**src/hdl/scp_consts.vh**
```
// Purpose: Shared constants of the serial host control port
// Assumes: Core clock ref_clk at REF_CLK_MHZ
// Notes:   SCK and I2C timing counts are derived here; only STRAP_LATCH_CNT is typed as a cycle figure
`ifndef SCP_CONSTS_VH
`define SCP_CONSTS_VH

`define REF_CLK_MHZ      100
`define SPI_SCK_MAX_MHZ  25
// Half SCK period in core cycles, rounded up so SCK stays at or below both limits
`define SPI_HALF_CYC     ((`REF_CLK_MHZ + 2 * `SPI_SCK_MAX_MHZ - 1) / (2 * `SPI_SCK_MAX_MHZ))
`define I2C_LOW_NS       1250
// Quarter of an I2C bit; two quarters make the low time, rounded up
`define I2C_QTR_CYC      ((`I2C_LOW_NS * `REF_CLK_MHZ + 1999) / 2000)

`define MODE_MASTER_BIT  0
`define MODE_I2C_BIT     1
`define STRAP_LATCH_CNT  2'h2
`define SPI_CMD_READ     8'h03
`define SPI_HDR_BYTES    3'h4
`define SPI_IDLE_BYTE    8'h00
`define I2C_IDLE_BYTE    8'hff

`endif

```
**src/hdl/serial_host_control_port.v**
```verilog
// Purpose: Serial control port, SPI or I2C, master or slave, with receive FIFO
// Assumes: All link pins are asynchronous to ref_clk and sampled through two flops
// Notes:   Slave-side link levels must each last two ref_clk cycles to be seen
`timescale 1ns/1ps
`include "scp_consts.vh"

module byte_fifo #(
  parameter WIDTH = 8,
  parameter DEPTH = 16,
  parameter AW    = 4
) (
  // Clock and reset
  input  wire             ref_clk,
  input  wire             nrst,
  // Fill side
  input  wire [WIDTH-1:0] in_data,
  input  wire             in_valid,
  output wire             in_ready,
  // Drain side
  output wire [WIDTH-1:0] out_data,
  output wire             out_valid,
  input  wire             out_ready
);
  localparam [AW:0] FULL = DEPTH[AW:0];

  reg  [WIDTH-1:0] mem [0:DEPTH-1];
  reg  [AW-1:0]    wr_ptr_r;
  reg  [AW-1:0]    rd_ptr_r;
  reg  [AW:0]      count_r;
  wire             push;
  wire             pop;

  assign in_ready  = (count_r != FULL);
  assign out_valid = (count_r != {(AW+1){1'b0}});
  assign out_data  = mem[rd_ptr_r];
  assign push      = in_valid & in_ready;
  assign pop       = out_valid & out_ready;

  // Pointers wrap naturally, so DEPTH must be a power of two
  always @(posedge ref_clk or negedge nrst) begin
    if (!nrst) begin
      wr_ptr_r <= {AW{1'b0}};
      rd_ptr_r <= {AW{1'b0}};
      count_r  <= {(AW+1){1'b0}};
    end else begin
      if (push)
        wr_ptr_r <= wr_ptr_r + 1'b1;
      if (pop)
        rd_ptr_r <= rd_ptr_r + 1'b1;
      if (push && !pop)
        count_r <= count_r + 1'b1;
      else if (pop && !push)
        count_r <= count_r - 1'b1;
    end
  end

  always @(posedge ref_clk) begin
    if (push)
      mem[wr_ptr_r] <= in_data;
  end
endmodule // byte_fifo

module serial_host_control_port #(
  parameter [6:0]  I2C_SLAVE_ADDR = 7'h40,
  parameter [6:0]  EE_I2C_ADDR    = 7'h50,
  parameter [23:0] BOOT_ADDR      = 24'h00_0000,
  parameter        FIFO_DEPTH     = 16,
  parameter        FIFO_AW        = 4
) (
  // Clock and reset
  input  wire       ref_clk,
  input  wire       nrst,
  // Mode straps
  input  wire [1:0] mode_sel,
  // Serial clock pin, SPI SCK or I2C SCL
  input  wire       sck_i,
  output wire       sck_o,
  output wire       sck_oe,
  // SPI chip select pin
  input  wire       cs_n_i,
  output wire       cs_n_o,
  output wire       cs_n_oe,
  // SPI data pins
  input  wire       mosi_i,
  output wire       mosi_o,
  output wire       mosi_oe,
  input  wire       miso_i,
  output wire       miso_o,
  output wire       miso_oe,
  // I2C data pin, open drain
  input  wire       sda_i,
  output wire       sda_o,
  output wire       sda_oe,
  // Received bytes to the core
  output wire [7:0] rx_data,
  output wire       rx_valid,
  input  wire       rx_ready,
  // Message byte from the core
  input  wire [7:0] tx_data,
  input  wire       tx_valid,
  output wire       tx_ready,
  // Boot fetch control and role status
  input  wire       boot_run,
  output wire       mode_is_master,
  output wire       mode_is_i2c,
  // Flow control and message flag
  output wire       port_flow_hold,
  output wire       host_message_request
);
  localparam [7:0] S_IDLE  = 8'h01;
  localparam [7:0] S_START = 8'h02;
  localparam [7:0] S_ADDR  = 8'h04;
  localparam [7:0] S_ACK   = 8'h08;
  localparam [7:0] S_WR    = 8'h10;
  localparam [7:0] S_RD    = 8'h20;
  localparam [7:0] S_RACK  = 8'h40;
  localparam [7:0] S_STOP  = 8'h80;
  localparam integer SPI_RELOAD_I = `SPI_HALF_CYC - 1;
  localparam integer I2C_RELOAD_I = `I2C_QTR_CYC - 1;
  localparam [7:0]   SPI_RELOAD   = SPI_RELOAD_I[7:0];
  localparam [7:0]   I2C_RELOAD   = I2C_RELOAD_I[7:0];

  reg  [6:0] sync1_r;
  reg  [6:0] sync2_r;
  reg  [2:0] prev_r;
  reg  [1:0] strap_cnt_r;
  reg        strap_done_r;
  reg  [1:0] mode_r;
  reg  [7:0] state_r;
  reg  [3:0] cnt_r;
  reg  [7:0] shreg_r;
  reg  [7:0] out_sr_r;
  reg  [2:0] hdr_r;
  reg  [1:0] q_r;
  reg  [7:0] div_r;
  reg        sck_r;
  reg        cs_r;
  reg        scl_low_r;
  reg        sda_low_r;
  reg        ack_r;
  reg        ack_drv_r;
  reg        rw_r;
  reg        wr_r;
  reg        push_r;
  reg  [7:0] push_data_r;
  reg        tx_full_r;
  reg  [7:0] tx_byte_r;
  wire       fifo_in_ready;
  wire       sck_s  = sync2_r[0];
  wire       cs_s   = sync2_r[1];
  wire       mosi_s = sync2_r[2];
  wire       miso_s = sync2_r[3];
  wire       sda_s  = sync2_r[4];
  wire       sck_rise = sck_s & ~prev_r[0];
  wire       sck_fall = ~sck_s & prev_r[0];
  wire       cs_fall  = ~cs_s & prev_r[1];
  wire       start_c  = sck_s & prev_r[0] & ~sda_s & prev_r[2];
  wire       stop_c   = sck_s & prev_r[0] & sda_s & ~prev_r[2];
  wire       tick     = (div_r == 8'h00);
  wire [7:0] idle_byte = mode_r[`MODE_I2C_BIT] ? `I2C_IDLE_BYTE : `SPI_IDLE_BYTE;
  wire [7:0] load_byte = tx_full_r ? tx_byte_r : idle_byte;
  wire       act    = strap_done_r;
  wire       spi_m  = act & mode_r[`MODE_MASTER_BIT] & ~mode_r[`MODE_I2C_BIT];
  wire       spi_s  = act & ~mode_r[`MODE_MASTER_BIT] & ~mode_r[`MODE_I2C_BIT];
  wire       i2c_m  = act & mode_r[`MODE_MASTER_BIT] & mode_r[`MODE_I2C_BIT];
  wire       i2c_s  = act & ~mode_r[`MODE_MASTER_BIT] & mode_r[`MODE_I2C_BIT];

  function [7:0] hdr_byte;
    input [2:0] idx;
    begin
      case (idx)
        3'h0:    hdr_byte = `SPI_CMD_READ;
        3'h1:    hdr_byte = BOOT_ADDR[23:16];
        3'h2:    hdr_byte = BOOT_ADDR[15:8];
        3'h3:    hdr_byte = BOOT_ADDR[7:0];
        default: hdr_byte = `SPI_IDLE_BYTE;
      endcase
    end
  endfunction

  assign sck_o   = spi_m & sck_r;
  assign sck_oe  = spi_m | (i2c_m & scl_low_r);
  assign cs_n_o  = cs_r;
  assign cs_n_oe = spi_m;
  assign mosi_o  = out_sr_r[7];
  assign mosi_oe = spi_m;
  assign miso_o  = out_sr_r[7];
  assign miso_oe = spi_s & ~cs_s;
  assign sda_o   = 1'b0;
  assign sda_oe  = (i2c_m | i2c_s) & sda_low_r;
  assign mode_is_master = mode_r[`MODE_MASTER_BIT];
  assign mode_is_i2c    = mode_r[`MODE_I2C_BIT];
  assign port_flow_hold = ~strap_done_r | ~fifo_in_ready;
  assign host_message_request = tx_full_r;
  assign tx_ready = ~tx_full_r;

  byte_fifo #(
    .WIDTH (8),
    .DEPTH (FIFO_DEPTH),
    .AW    (FIFO_AW)
  ) u_rx_fifo (
    .ref_clk   (ref_clk),
    .nrst      (nrst),
    .in_data   (push_data_r),
    .in_valid  (push_r),
    .in_ready  (fifo_in_ready),
    .out_data  (rx_data),
    .out_valid (rx_valid),
    .out_ready (rx_ready)
  );

  always @(posedge ref_clk or negedge nrst) begin
    if (!nrst) begin
      sync1_r      <= 7'h00;
      sync2_r      <= 7'h00;
      prev_r       <= 3'h0;
      strap_cnt_r  <= 2'h0;
      strap_done_r <= 1'b0;
      mode_r       <= 2'h0;
    end else begin
      sync1_r <= {mode_sel, sda_i, miso_i, mosi_i, cs_n_i, sck_i};
      sync2_r <= sync1_r;
      prev_r  <= {sync2_r[4], sync2_r[1], sync2_r[0]};
      if (!strap_done_r) begin
        strap_cnt_r <= strap_cnt_r + 2'h1;
        if (strap_cnt_r == `STRAP_LATCH_CNT) begin
          mode_r       <= sync2_r[6:5];
          strap_done_r <= 1'b1;
        end
      end
    end
  end

  always @(posedge ref_clk or negedge nrst) begin
    if (!nrst) begin
      state_r <= S_IDLE; cnt_r <= 4'h0; shreg_r <= 8'h00; out_sr_r <= 8'h00;
      hdr_r <= 3'h0; q_r <= 2'h0; div_r <= 8'h00; sck_r <= 1'b0; cs_r <= 1'b1;
      scl_low_r <= 1'b0; sda_low_r <= 1'b0; ack_r <= 1'b0; ack_drv_r <= 1'b0;
      rw_r <= 1'b0; wr_r <= 1'b0; push_r <= 1'b0; push_data_r <= 8'h00;
      tx_full_r <= 1'b0; tx_byte_r <= 8'h00;
    end else begin
      push_r <= 1'b0;
      // Divider keeps SCK at or below half the core clock
      div_r <= tick ? (mode_r[`MODE_I2C_BIT] ? I2C_RELOAD : SPI_RELOAD) : div_r - 8'h01;
      if (spi_s) begin
        if (cs_s) begin
          cnt_r <= 4'h0;
        end else if (cs_fall) begin
          out_sr_r <= load_byte;
          tx_full_r <= 1'b0;
        end else if (sck_rise) begin
          shreg_r <= {shreg_r[6:0], mosi_s};
          cnt_r <= cnt_r + 4'h1;
          if (cnt_r == 4'h7) begin
            cnt_r <= 4'h0;
            // Byte lost if the host ignored busy
            push_r <= 1'b1;
            push_data_r <= {shreg_r[6:0], mosi_s};
            out_sr_r <= load_byte;
            tx_full_r <= 1'b0;
          end
        end else if (sck_fall && cnt_r != 4'h0) begin
          out_sr_r <= {out_sr_r[6:0], 1'b0};
        end
      end else if (spi_m) begin
        if (state_r == S_IDLE) begin
          cs_r <= 1'b1;
          sck_r <= 1'b0;
          if (boot_run) begin
            state_r <= S_WR; cs_r <= 1'b0; hdr_r <= 3'h0; cnt_r <= 4'h0;
            out_sr_r <= hdr_byte(3'h0);
          end
        end else if (tick) begin
          if (!sck_r) begin
            // Stall at byte start while the FIFO has no room
            if (cnt_r == 4'h0 && hdr_r == `SPI_HDR_BYTES && !(fifo_in_ready && boot_run)) begin
              if (!boot_run) begin
                state_r <= S_IDLE;
                cs_r <= 1'b1;
              end
            end else begin
              sck_r <= 1'b1;
              cnt_r <= cnt_r + 4'h1;
            end
          end else begin
            sck_r <= 1'b0;
            // Sample late: a bit launched on the last fall needs the sync delay
            shreg_r <= {shreg_r[6:0], miso_s};
            if (cnt_r == 4'h8) begin
              cnt_r <= 4'h0;
              if (hdr_r == `SPI_HDR_BYTES) begin
                push_r <= 1'b1;
                push_data_r <= {shreg_r[6:0], miso_s};
              end else begin
                hdr_r <= hdr_r + 3'h1;
              end
              out_sr_r <= hdr_byte(hdr_r + 3'h1);
            end else begin
              out_sr_r <= {out_sr_r[6:0], 1'b0};
            end
          end
        end
      end else if (i2c_s) begin
        if (start_c) begin
          state_r <= S_ADDR; cnt_r <= 4'h0; sda_low_r <= 1'b0;
        end else if (stop_c) begin
          state_r <= S_IDLE; sda_low_r <= 1'b0;
        end else begin
          case (state_r)
            S_ADDR, S_WR: if (sck_rise) begin
              shreg_r <= {shreg_r[6:0], sda_s};
              cnt_r <= cnt_r + 4'h1;
              if (cnt_r == 4'h7) begin
                cnt_r <= 4'h0; state_r <= S_ACK; ack_drv_r <= 1'b0;
                if (state_r == S_ADDR) begin
                  ack_r <= (shreg_r[6:0] == I2C_SLAVE_ADDR);
                  rw_r <= sda_s;
                end else begin
                  ack_r <= fifo_in_ready;
                  push_r <= fifo_in_ready;
                  push_data_r <= {shreg_r[6:0], sda_s};
                end
              end
            end
            S_ACK: if (sck_fall) begin
              if (!ack_drv_r) begin
                ack_drv_r <= 1'b1; sda_low_r <= ack_r;
              end else begin
                ack_drv_r <= 1'b0; sda_low_r <= 1'b0;
                if (!ack_r) begin
                  state_r <= S_IDLE;
                end else if (rw_r) begin
                  state_r <= S_RD; out_sr_r <= load_byte; tx_full_r <= 1'b0; sda_low_r <= ~load_byte[7];
                end else begin
                  state_r <= S_WR;
                end
              end
            end
            S_RD: if (sck_rise) begin
              cnt_r <= cnt_r + 4'h1;
              if (cnt_r == 4'h7) begin
                state_r <= S_RACK; cnt_r <= 4'h0; ack_drv_r <= 1'b0;
              end
            end else if (sck_fall && cnt_r != 4'h0) begin
              out_sr_r <= {out_sr_r[6:0], 1'b1}; sda_low_r <= ~out_sr_r[6];
            end
            S_RACK: if (sck_fall && !ack_drv_r) begin
              sda_low_r <= 1'b0;
            end else if (sck_rise) begin
              if (sda_s) state_r <= S_IDLE;
              else ack_drv_r <= 1'b1;
            end else if (sck_fall) begin
              state_r <= S_RD; ack_drv_r <= 1'b0;
              out_sr_r <= load_byte; tx_full_r <= 1'b0; sda_low_r <= ~load_byte[7];
            end
            default: state_r <= S_IDLE;
          endcase
        end
      end else if (i2c_m && tick) begin
        case (state_r)
          S_IDLE: begin
            scl_low_r <= 1'b0; sda_low_r <= 1'b0; q_r <= 2'h0;
            if (boot_run) state_r <= S_START;
          end
          S_START: begin
            q_r <= q_r + 2'h1;
            if (q_r == 2'h1) sda_low_r <= 1'b1;
            if (q_r == 2'h2) scl_low_r <= 1'b1;
            if (q_r == 2'h3) begin
              state_r <= S_RD; cnt_r <= 4'h0; wr_r <= 1'b1; out_sr_r <= {EE_I2C_ADDR, 1'b1};
            end
          end
          S_RD: case (q_r)
            2'h0: if (!(cnt_r == 4'h0 && !wr_r && !fifo_in_ready)) begin
              q_r <= 2'h1;
              sda_low_r <= wr_r ? (cnt_r != 4'h8 && !out_sr_r[7]) : (cnt_r == 4'h8 && ack_r);
            end
            2'h1: begin
              scl_low_r <= 1'b0; q_r <= 2'h2;
            end
            2'h2: begin
              q_r <= 2'h3;
              if (cnt_r != 4'h8) shreg_r <= {shreg_r[6:0], sda_s};
              if (cnt_r == 4'h7 && !wr_r) begin
                push_r <= 1'b1; push_data_r <= {shreg_r[6:0], sda_s}; ack_r <= boot_run;
              end
              if (cnt_r == 4'h8 && wr_r) ack_r <= ~sda_s;
            end
            default: begin
              scl_low_r <= 1'b1; q_r <= 2'h0;
              out_sr_r <= {out_sr_r[6:0], 1'b1};
              cnt_r <= cnt_r + 4'h1;
              if (cnt_r == 4'h8) begin
                cnt_r <= 4'h0; wr_r <= 1'b0;
                if (!ack_r) state_r <= S_STOP;
              end
            end
          endcase
          S_STOP: begin
            q_r <= q_r + 2'h1;
            if (q_r == 2'h0) sda_low_r <= 1'b1;
            if (q_r == 2'h1) scl_low_r <= 1'b0;
            if (q_r == 2'h2) sda_low_r <= 1'b0;
            if (q_r == 2'h3) state_r <= S_IDLE;
          end
          default: state_r <= S_IDLE;
        endcase
      end
      // Taken last so a new byte beats a same-cycle clear of the empty slot
      if (tx_valid && !tx_full_r) begin
        tx_full_r <= 1'b1;
        tx_byte_r <= tx_data;
      end
    end
  end
endmodule // serial_host_control_port

```
**config.mk**
```make
export PLATFORM = sky130hd
export DESIGN_NAME = serial_host_control_port
export DESIGN_NICKNAME = d
export VERILOG_FILES = /design/src/hdl/serial_host_control_port.v
export VERILOG_INCLUDE_DIRS = /design/src /design/src/hdl
export SDC_FILE = /design/constraint.sdc
export NUM_CORES = 1
export LEC_CHECK = 0
export ABC_AREA = 1
export BUFFER_PORTS_ARGS = -buffer_cell sky130_fd_sc_hd__buf_4
export CAP_MARGIN = 20
export CORE_ASPECT_RATIO = 1.5
export CORE_MARGIN = 2
export CORE_UTILIZATION = 55
export DETAILED_ROUTE_END_ITERATION = 16
export PLACE_DENSITY_LB_ADDON = 0.05
export SLEW_MARGIN = 30
export SYNTH_ARGS = -nofsm -noshare
export SYNTH_HDL_FRONTEND = slang
export SYNTH_SLANG_ARGS = --single-unit
```
**constraint.sdc**
```tcl
create_clock -name ref_clk -period 2.95 [get_ports ref_clk]
set_input_delay 0.1475 -clock ref_clk [delete_from_list [all_inputs] [get_ports ref_clk]]
set_output_delay 0.1475 -clock ref_clk [all_outputs]
set_load 0.01 [all_outputs]
```
After elaboration in Yosys (flattened, before gate mapping). Memories as Yosys holds them, arrays and structs flattened. Cells that the tools add are included. W data, S select, Z words.

Bits in writable memories: 128. Word-level logic and storage cells: 509. Input bits: 20. Flip-flop bits (word level): 101. Memories: 1. Output and inout bits: 24.

Equality and inequality tests: 120. Add/sub/neg operators: 9. Mux-type cells: 237. Reductions and logical operators: 74. Bitwise logic cells: 40.

Memories: u_rx_fifo.mem (depth 16, bits a word 8, rd ports 1, clocked after memory_dff 0, wr ports 1, line serial_host_control_port.v:26) `reg [WIDTH-1:0] mem [0:DEPTH-1];`.

Operator list (count): $mux W8 (79); $mux W7 (17); $mux W1 (94); $ne A5 B5 Y1 const B (18); $mux W4 (20); $ne A4 B4 Y1 const B (20); $pmux W8 S4 (2); $ne A6 B6 Y1 const B (9); $reduce_and A22 Y1 (2); $ne A2 B2 Y1 const B (16); $reduce_bool A4 Y1 (8); $reduce_and A14 Y1 (2); $ne A3 B3 Y1 const B (9); $pmux W8 S3 (1); $reduce_and A11 Y1 (2); $ne A3 B2 Y1 const B (7); $and A1 B1 Y1 (20); $reduce_and A19 Y1 (1); $mux W3 (6); $mux W6 (3); $ne A3 B1 Y1 const B (6); $reduce_bool A2 Y1 (9); $not A1 Y1 (17); $ne A4 B3 Y1 const B (4); 52 further kinds (108).

Longest topological paths before layout. Gate-level depths: netlist of run 1.

Word-level depth: 12. Depth in mapped cells: 14. Mapped depth without buffers: 14.

By module. A second synthesis of run 1 with hierarchy kept.

Cell total of the unflattened synthesis: 1438. Area total of the unflattened synthesis: 12011.5 um^2.

By module, submodules not included: byte_fifo (cells an instance 618, sequential area each 4169.0 um^2, instances 1, area each 6303.5 um^2); serial_host_control_port (cells an instance 820, sequential area each 2204.6 um^2, instances 1, area each 5708.0 um^2).

Least setup slack after synthesis of run 1. No wires, ideal clock.

Kind: reg-to-reg. From: reg u_rx_fifo.count_r[0]. To: reg u_rx_fifo.count_r[4]. Stages on the path, launching flop included: 14. Path buffers: 0. Slack: 556 ps. Required time: 2825 ps. Arrival: 2268 ps. Setup time: 125 ps. Period minus slack after synthesis: 2394 ps. Cell sequence: dfrtp_1 -> nor2_1 -> nand4_1 -> nand2_1 -> clkinv_1 -> ha_1 -> inv_1 -> ha_1 -> a21o_1 -> a31oi_1 -> nand2_1 -> nand2_1 -> nor2_1 -> xor2_1.

Word-level cells in the longest chain between the ends: 5. Elaborated cells on any way between the ends: 13. Those cells by class: add/sub: 2; eq/ne: 1; mux: 2; bitwise: 2; reduce/logical: 6.

RTL lines: from (decl) (line serial_host_control_port.v:29) `reg [AW:0] count_r;`; from (signal assigned) (line serial_host_control_port.v:44) `count_r <= {(AW+1){1'b0}};`; from (signal assigned) (line serial_host_control_port.v:51) `count_r <= count_r + 1'b1;`; from (signal assigned) (line serial_host_control_port.v:53) `count_r <= count_r - 1'b1;`; $ne A5 B5 Y1 * (line serial_host_control_port.v:33) `assign in_ready = (count_r != FULL);`; $and A1 B1 Y1 * (line serial_host_control_port.v:36) `assign push = in_valid & in_ready;`; net u_rx_fifo.push (line serial_host_control_port.v:30) `wire push;`; $logic_not A1 Y1 (line serial_host_control_port.v:52) `else if (pop && !push)`; $logic_and A1 B1 Y1 (line serial_host_control_port.v:52); $reduce_bool A2 Y1 (no line).

Mark *: on every way through the listed nets, which the timed path passes. The rest lies on a longest branch. The select of a mux whose other input is x is not followed. A chain may end at the register's enable or synchronous reset.

Worst setup path in the final report of run 1. Same ends and word-level chain as after synthesis.

==> metrics.txt, run 1 <==
top_reg_cell synth edfxtp_1; largest net degree at the start of global routing 68; FF-to-FF End u_rx_fifo.count_r[4]; clock network fraction of design power 0.235; antenna violations before repair 0; DR iter-0 viols approximately 740; post-synthesis sequential area ratio 0.571; syn nets between 1000 and 1500; DRT Wirelength 28100 um; Worst Path Arrival 2.99 ns; synthesized netlist cell count about 1200; Max rail drop VDD about 0.69 mV; hpwl dp 19900 um; Tmin final around 2.6 ns; Hold Vio Cnt, Final 0; global-route wire length before repair roughly 45000 um; post-CTS setup buffer count 0; area grow syn2layout 13.1%; Clock Latency Late Sink around 0.50 ns; Initial Utilization 0.562; outcome completed; Antenna Violating Nets Remaining 0; Layout Skew between 0.008 and 0.009 ns; most frequent cells in the layout nand2_1 (272), nor2_1 (135), edfxtp_1 (128), inv_1 (100), dfrtp_1 (98); FMAX 383 MHz; internal power 6.83 mW; maxcap violations 0; detailed-route via count around 8600; clk root buf clkbuf_16; CTS Buffer Depth 3; slowest stage delay, CP between 0.4 and 0.5 ns; total track usage 0.268; CP max FO 8; ys async rst share 0.441; Worst Path Required 3.33 ns; DR pass1 iterations 7; total core area 0.0199 mm^2; critical-path cell list nor2_1 > nand4_1 > nand2_1 > clkinv_1 > ha_1 > inv_1 > ha_1 > a21o_1 > a31oi_1 > nand2_1 > nand2_1 > nor2_1 > xor2_1; Core Rows 63; die span in y 178 um; I/O Pins 44; reg2reg start u_rx_fifo.count_r[0]; routed length per instance about 19 um; commonest non-fill, non-tap cell in the layout nand2_1; final setup fails 0; hold crit path type in2reg; PortBufs 42; Sequential Power Share 0.418; Worst setup EP type flip-flop; Sw Ratio 0.376; EDFF count, synth between 100 and 150; #FFs+latches synth approximately 230; share of post-route cells with drive strength above 1 0.113; critical path type reg2reg; Num CTS Buffers 22; die footprint around 0.021 mm^2; Final Slew Violations 0; CP Launch Type flip-flop; measured slew at the worst slew-check pin around 0.8 ns; Relative slew margins 0.466; leakage dissipation about 5.5 nW; Psw 4.11 mW; n_diodes 0; area post-placement 0.0118 mm^2; vias in the first global route 8677; post-CTS sizing 0; Critical path buffers and inverters 2; worst hold path cell count 4; Final Cell Area between 0.01 and 0.015 mm^2; Hold Crit Endpoint u_rx_fifo.rd_ptr_r[1]; Yosys Warn Count 0; Worst-path clk slew roughly 0.060 ns; unrepaired setup endpoints after global routing no; final period utilization 0.885; H-tree depth 1; clock sinks between 200 and 250; Reg2Reg Depth 13; syn avg cell area 9.61 um^2; slowest cell on the critical path dfrtp_1; Crit path depth 13; PD cells 866 mW/mm^2; internal reg-to-reg setup slack 0.34 ns; hold path startpoint rx_ready; gpl congestion 0.992; total power draw 10.9 mW; Most Frequent Cell on Critical Path nand2_1; CTS tree done; WHS 0.0323 ns; chip width between 100 and 150 um; post-synth cell types 51; Crit path max-delay family simple AND/OR/NAND/NOR gates; nets 1273; Setup TNS 0 ns; Comb power frac 0.346; vias per inst between 5 and 6; DRC 0; GRT Residual Overflow 0; Synth Cell Area 0.0112 mm^2
-- worst max-delay path by stage --
stage                              start                    to
floorplan           u_rx_fifo.count_r[0]  u_rx_fifo.count_r[4]
global placement    u_rx_fifo.count_r[0]  u_rx_fifo.count_r[4]
detailed placement  u_rx_fifo.count_r[0]  u_rx_fifo.count_r[4]
CTS                 u_rx_fifo.count_r[0]  u_rx_fifo.count_r[4]
global route        u_rx_fifo.count_r[0]  u_rx_fifo.count_r[4]
finish              u_rx_fifo.count_r[0]  u_rx_fifo.count_r[4]
-- through the flow --
| stage | cells | utilization | setup WS (ns) |
|---|---|---|---|
| final | 1504 | 0.636 | 0.340 |
| after detailed placement | 1448 | 0.595 | 0.353 |
| after global routing | 1504 | 0.636 | 0.0287 |
| after floorplan | 1162 | - | 0.556 |
| after CTS | 1504 | 0.636 | 0.328 |
| after global placement | 1448 | 0.595 | 0.433 |
-- cell families (layout without fill, tap and decap cells) --
| group | after synthesis | after routing | synth area share |
|---|---|---|---|
| simple gates | 517 | 517 | 0.195 |
| flops | 229 | 229 | 0.571 |
| compound gates | 197 | 197 | 0.111 |
| buf+inv | 147 | 229 | 0.0539 |
| mux | 33 | 33 | 0.0304 |
| fa+ha+maj | 24 | 24 | 0.0276 |
| xor+xnor | 14 | 14 | 0.0110 |
| other cells | 1 | 1 | 0.000336 |
-- tightest hold or removal path: cells and delay by family --
| family | cells | cell delay, ns |
|---|---|---|
| and+or+nand+nor | 3 | 0.27 |
| buffers and inverters | 1 | 0.08 |
-- metal layers --
layer	vias up	wire length, um	track usage
met5	-	0	0
met4	0	1380	0.125
met3	94	1050	0.0256
met2	280	15100	0.514
met1	4088	10600	0.296
li1	4100	-	-
-- area by class of cell --
cell class | count | area [um^2]
inverters | 110 | 413
clock inverters | 12 | 56.3
multi-input cells | 786 | 4190
flip-flops and latches | 229 | 6370
repair buffers | 80 | 681
fillers | 1726 | 7230
clock buffers | 27 | 591
well taps | 260 | 325
-- flip-flops by register name, summed over array words and instances, names as in the netlist, 2 cells and up --
signal              cells
cnt_r                   4
div_r                   8
hdr_r                   3
mode_r                  2
out_sr_r                8
prev_r                  3
push_data_r             8
q_r                     2
shreg_r                 7
state_r                 8
strap_cnt_r             2
sync1_r                 7
sync2_r                 7
tx_byte_r               8
u_rx_fifo.count_r       5
u_rx_fifo.mem         128
u_rx_fifo.rd_ptr_r      4
u_rx_fifo.wr_ptr_r      4
-- Yosys cell counts (all sizes together), types with 3 or more instances --
library cell | instances | share of area
dfrtp | 99 | 0.22
nor2 | 143 | 0.052
o21bai | 3 | 0.0020
o211ai | 9 | 0.0061
edfxtp | 128 | 0.34
mux2 | 7 | 0.0071
xor2 | 12 | 0.0094
clkbuf | 18 | 0.0061
buf | 19 | 0.011
nand4 | 15 | 0.0084
clkinv | 5 | 0.0017
ha | 23 | 0.026
inv | 105 | 0.035
o31ai | 3 | 0.0020
a21oi | 29 | 0.013
nand2 | 276 | 0.094
o21ai | 103 | 0.051
a31oi | 6 | 0.0034
nand3 | 61 | 0.029
nor3 | 13 | 0.0058
o22ai | 4 | 0.0022
nand3b | 3 | 0.0024
o221ai | 27 | 0.021
o32ai | 6 | 0.0047
mux2i | 26 | 0.023
-- power by group through the flow --
stage / registers [mW] / logic, mW / clock network, mW
after floorplan: 4.41 / 2.60 / 0
after global placement: 4.62 / 3.71 / 0
after detailed placement: 4.64 / 3.76 / 0
after CTS: 4.58 / 3.80 / 2.63
after global routing: 4.66 / 4.20 / 2.75
final: 4.58 / 3.79 / 2.57
-- repair_timing --
action | in CTS | in global routing
setup endpoints to repair | 0 | 0
endpoints found under the hold margin | 74 | 0
hold buffers | 17 | 0
Power figures use the tool's default switching activity.
==> inputs of run 2 (changes only) <==
--- a/config.mk
+++ b/config.mk
@@ -10,10 +10,10 @@
 export BUFFER_PORTS_ARGS = -buffer_cell sky130_fd_sc_hd__buf_4
 export CAP_MARGIN = 20
 export CORE_ASPECT_RATIO = 1.5
-export CORE_MARGIN = 2
 export CORE_UTILIZATION = 55
 export DETAILED_ROUTE_END_ITERATION = 16
 export PLACE_DENSITY_LB_ADDON = 0.05
+export SKIP_CTS_REPAIR_TIMING = 1
 export SLEW_MARGIN = 30
 export SYNTH_ARGS = -nofsm -noshare
 export SYNTH_HDL_FRONTEND = slang
==> constraint.sdc (replaced) <==
create_clock -name ref_clk -period 2.29 [get_ports ref_clk]
set_input_delay 0.1145 -clock ref_clk [delete_from_list [all_inputs] [get_ports ref_clk]]
set_output_delay 0.1145 -clock ref_clk [all_outputs]
set_load 0.01 [all_outputs]
==> metrics.txt, run 2 (synthesis results as in run 1) <==
Max rail drop VDD 0.812 mV; Critical path buffers and inverters 2; Worst Path Required ~2.2 ns; leakage dissipation between 5 and 6 nW; DR pass1 iterations 5; Relative slew margins 0.436; CP Launch Type flip-flop; Setup TNS 0 ns; critical-path cell list buf_12 > o21ai_0 > o32ai_2 > o211ai_1 > nand2_1 > buf_4; reg2reg start state_r[0]; hold crit path type in2reg; WHS approximately 0.038 ns; Core Rows 63; Layout Skew roughly 0.017 ns; final setup fails 0; unrepaired setup endpoints after global routing yes; Initial Utilization 0.562; nets 1311; area post-placement about 0.012 mm^2; slowest cell on the critical path dfrtp_2; hpwl dp 20900 um; clock sinks about 230; PortBufs between 40 and 50; n_diodes 0; DRT Wirelength between 20000 and 30000 um; Worst setup EP type output pin; Worst-path clk slew roughly 0.07 ns; GRT Residual Overflow 0; Reg2Reg Depth 11; gpl congestion roughly 0.99; PD cells roughly 1200 mW/mm^2; outcome completed; most frequent cells in the layout nand2_1 (268), nor2_1 (128), edfxtp_1 (128), inv_1 (98), dfrtp_1 (98); hold path startpoint rx_ready; Final Cell Area roughly 0.013 mm^2; commonest non-fill, non-tap cell in the layout nand2_1; Num CTS Buffers 22; Tmin final about 2.3 ns; detailed-route via count 8642; chip width about 120 um; global-route wire length before repair about 45000 um; Top reg by flops u_rx_fifo.mem; Reg area about 0.0064 mm^2; die footprint between 0.02 and 0.025 mm^2; total track usage 0.279; critical path type reg2out; clk root buf clkbuf_16; H-tree depth 1; Post-Layout Cell Count 1543; maxcap violations 0; Crit path depth 6; DR iter-0 viols slightly above 700; DRC 0; routed length per instance around 19 um; Final Slew Violations 0; FMAX 443 MHz; Clock Latency Late Sink roughly 0.5 ns; Crit path max-delay family compound AO/OA/AOI/OAI gates; Hold Vio Cnt, Final 0; share of post-route cells with drive strength above 1 0.160; CTS Buffer Depth 3; CTS tree done; Largest register FFs roughly 130; total core area between 0.015 and 0.02 mm^2; area grow syn2layout 18.6%; CP max FO 49; die span in y approximately 180 um; measured slew at the worst slew-check pin 0.843 ns; worst hold path cell count 5; I/O Pins 44; # fillers around 1600; Antenna Violating Nets Remaining 0; slowest stage delay, CP between 0.4 and 0.5 ns; cell count after placement around 1500; final period utilization 0.985; largest net degree at the start of global routing 50; crit path launch u_rx_fifo.rd_ptr_r[0]; vias per inst approximately 5.6; total power draw around 15 mW; vias in the first global route 8463; area occupied by multi-input gates between 0.004 and 0.005 mm^2; Worst Path Arrival approximately 2.1 ns; antenna violations before repair 0
==> run 2: power breakdown <==
part / switching, mW / internal [mW]
combinational: 3.21 / 2.02
clock: 1.55 / 2.62
sequential: 0.708 / 5.20
==> run 2: path summary, 6_finish.rpt <==
path	slack, ns	endpoint
setup / recovery	0.03	rx_data[0]
hold reg to reg	0.35	sync2_r[2]
max in group asynchronous	1.37	tx_byte_r[0]
setup reg to reg	0.11	cnt_r[2]
hold / removal	0.04	u_rx_fifo.rd_ptr_r[1]
min in group asynchronous	0.13	push_data_r[5]
==> run 2: layout make-up <==
type | count | share of cell area
clock inverter | 12 | 0.0175
multi-input combinational | 786 | 0.323
clock buffer | 28 | 0.0471
sequential | 229 | 0.481
inverter | 110 | 0.0315
tap | 260 | 0.0246
timing repair buffer | 118 | 0.0748
==> run 2: layer usage <==
layer / track usage / routed length, um / vias to the layer above
li1: - / - / 4179
met3: 0.0249 / 1120 / 98
met5: 0 / 0 / -
met2: 0.529 / 15400 / 248
met4: 0.180 / 1830 / 0
met1: 0.294 / 10200 / 4117
==> run 2: worst min-delay path: cells and delay by family <==
kind                   cells  cell delay [ns]
and+or+nand+nor            3             0.17
buffers and inverters      2             0.24
==> run 2: metrics by stage <==
stage	worst slack (ns)	utilization
5_1_grt	-0.0411	0.667
3_3_place_gp	0.0678	0.610
4_1_cts	0.0120	0.653
6_report	0.0349	0.667
3_5_place_dp	0.0244	0.610
2_1_floorplan	0.0321	-
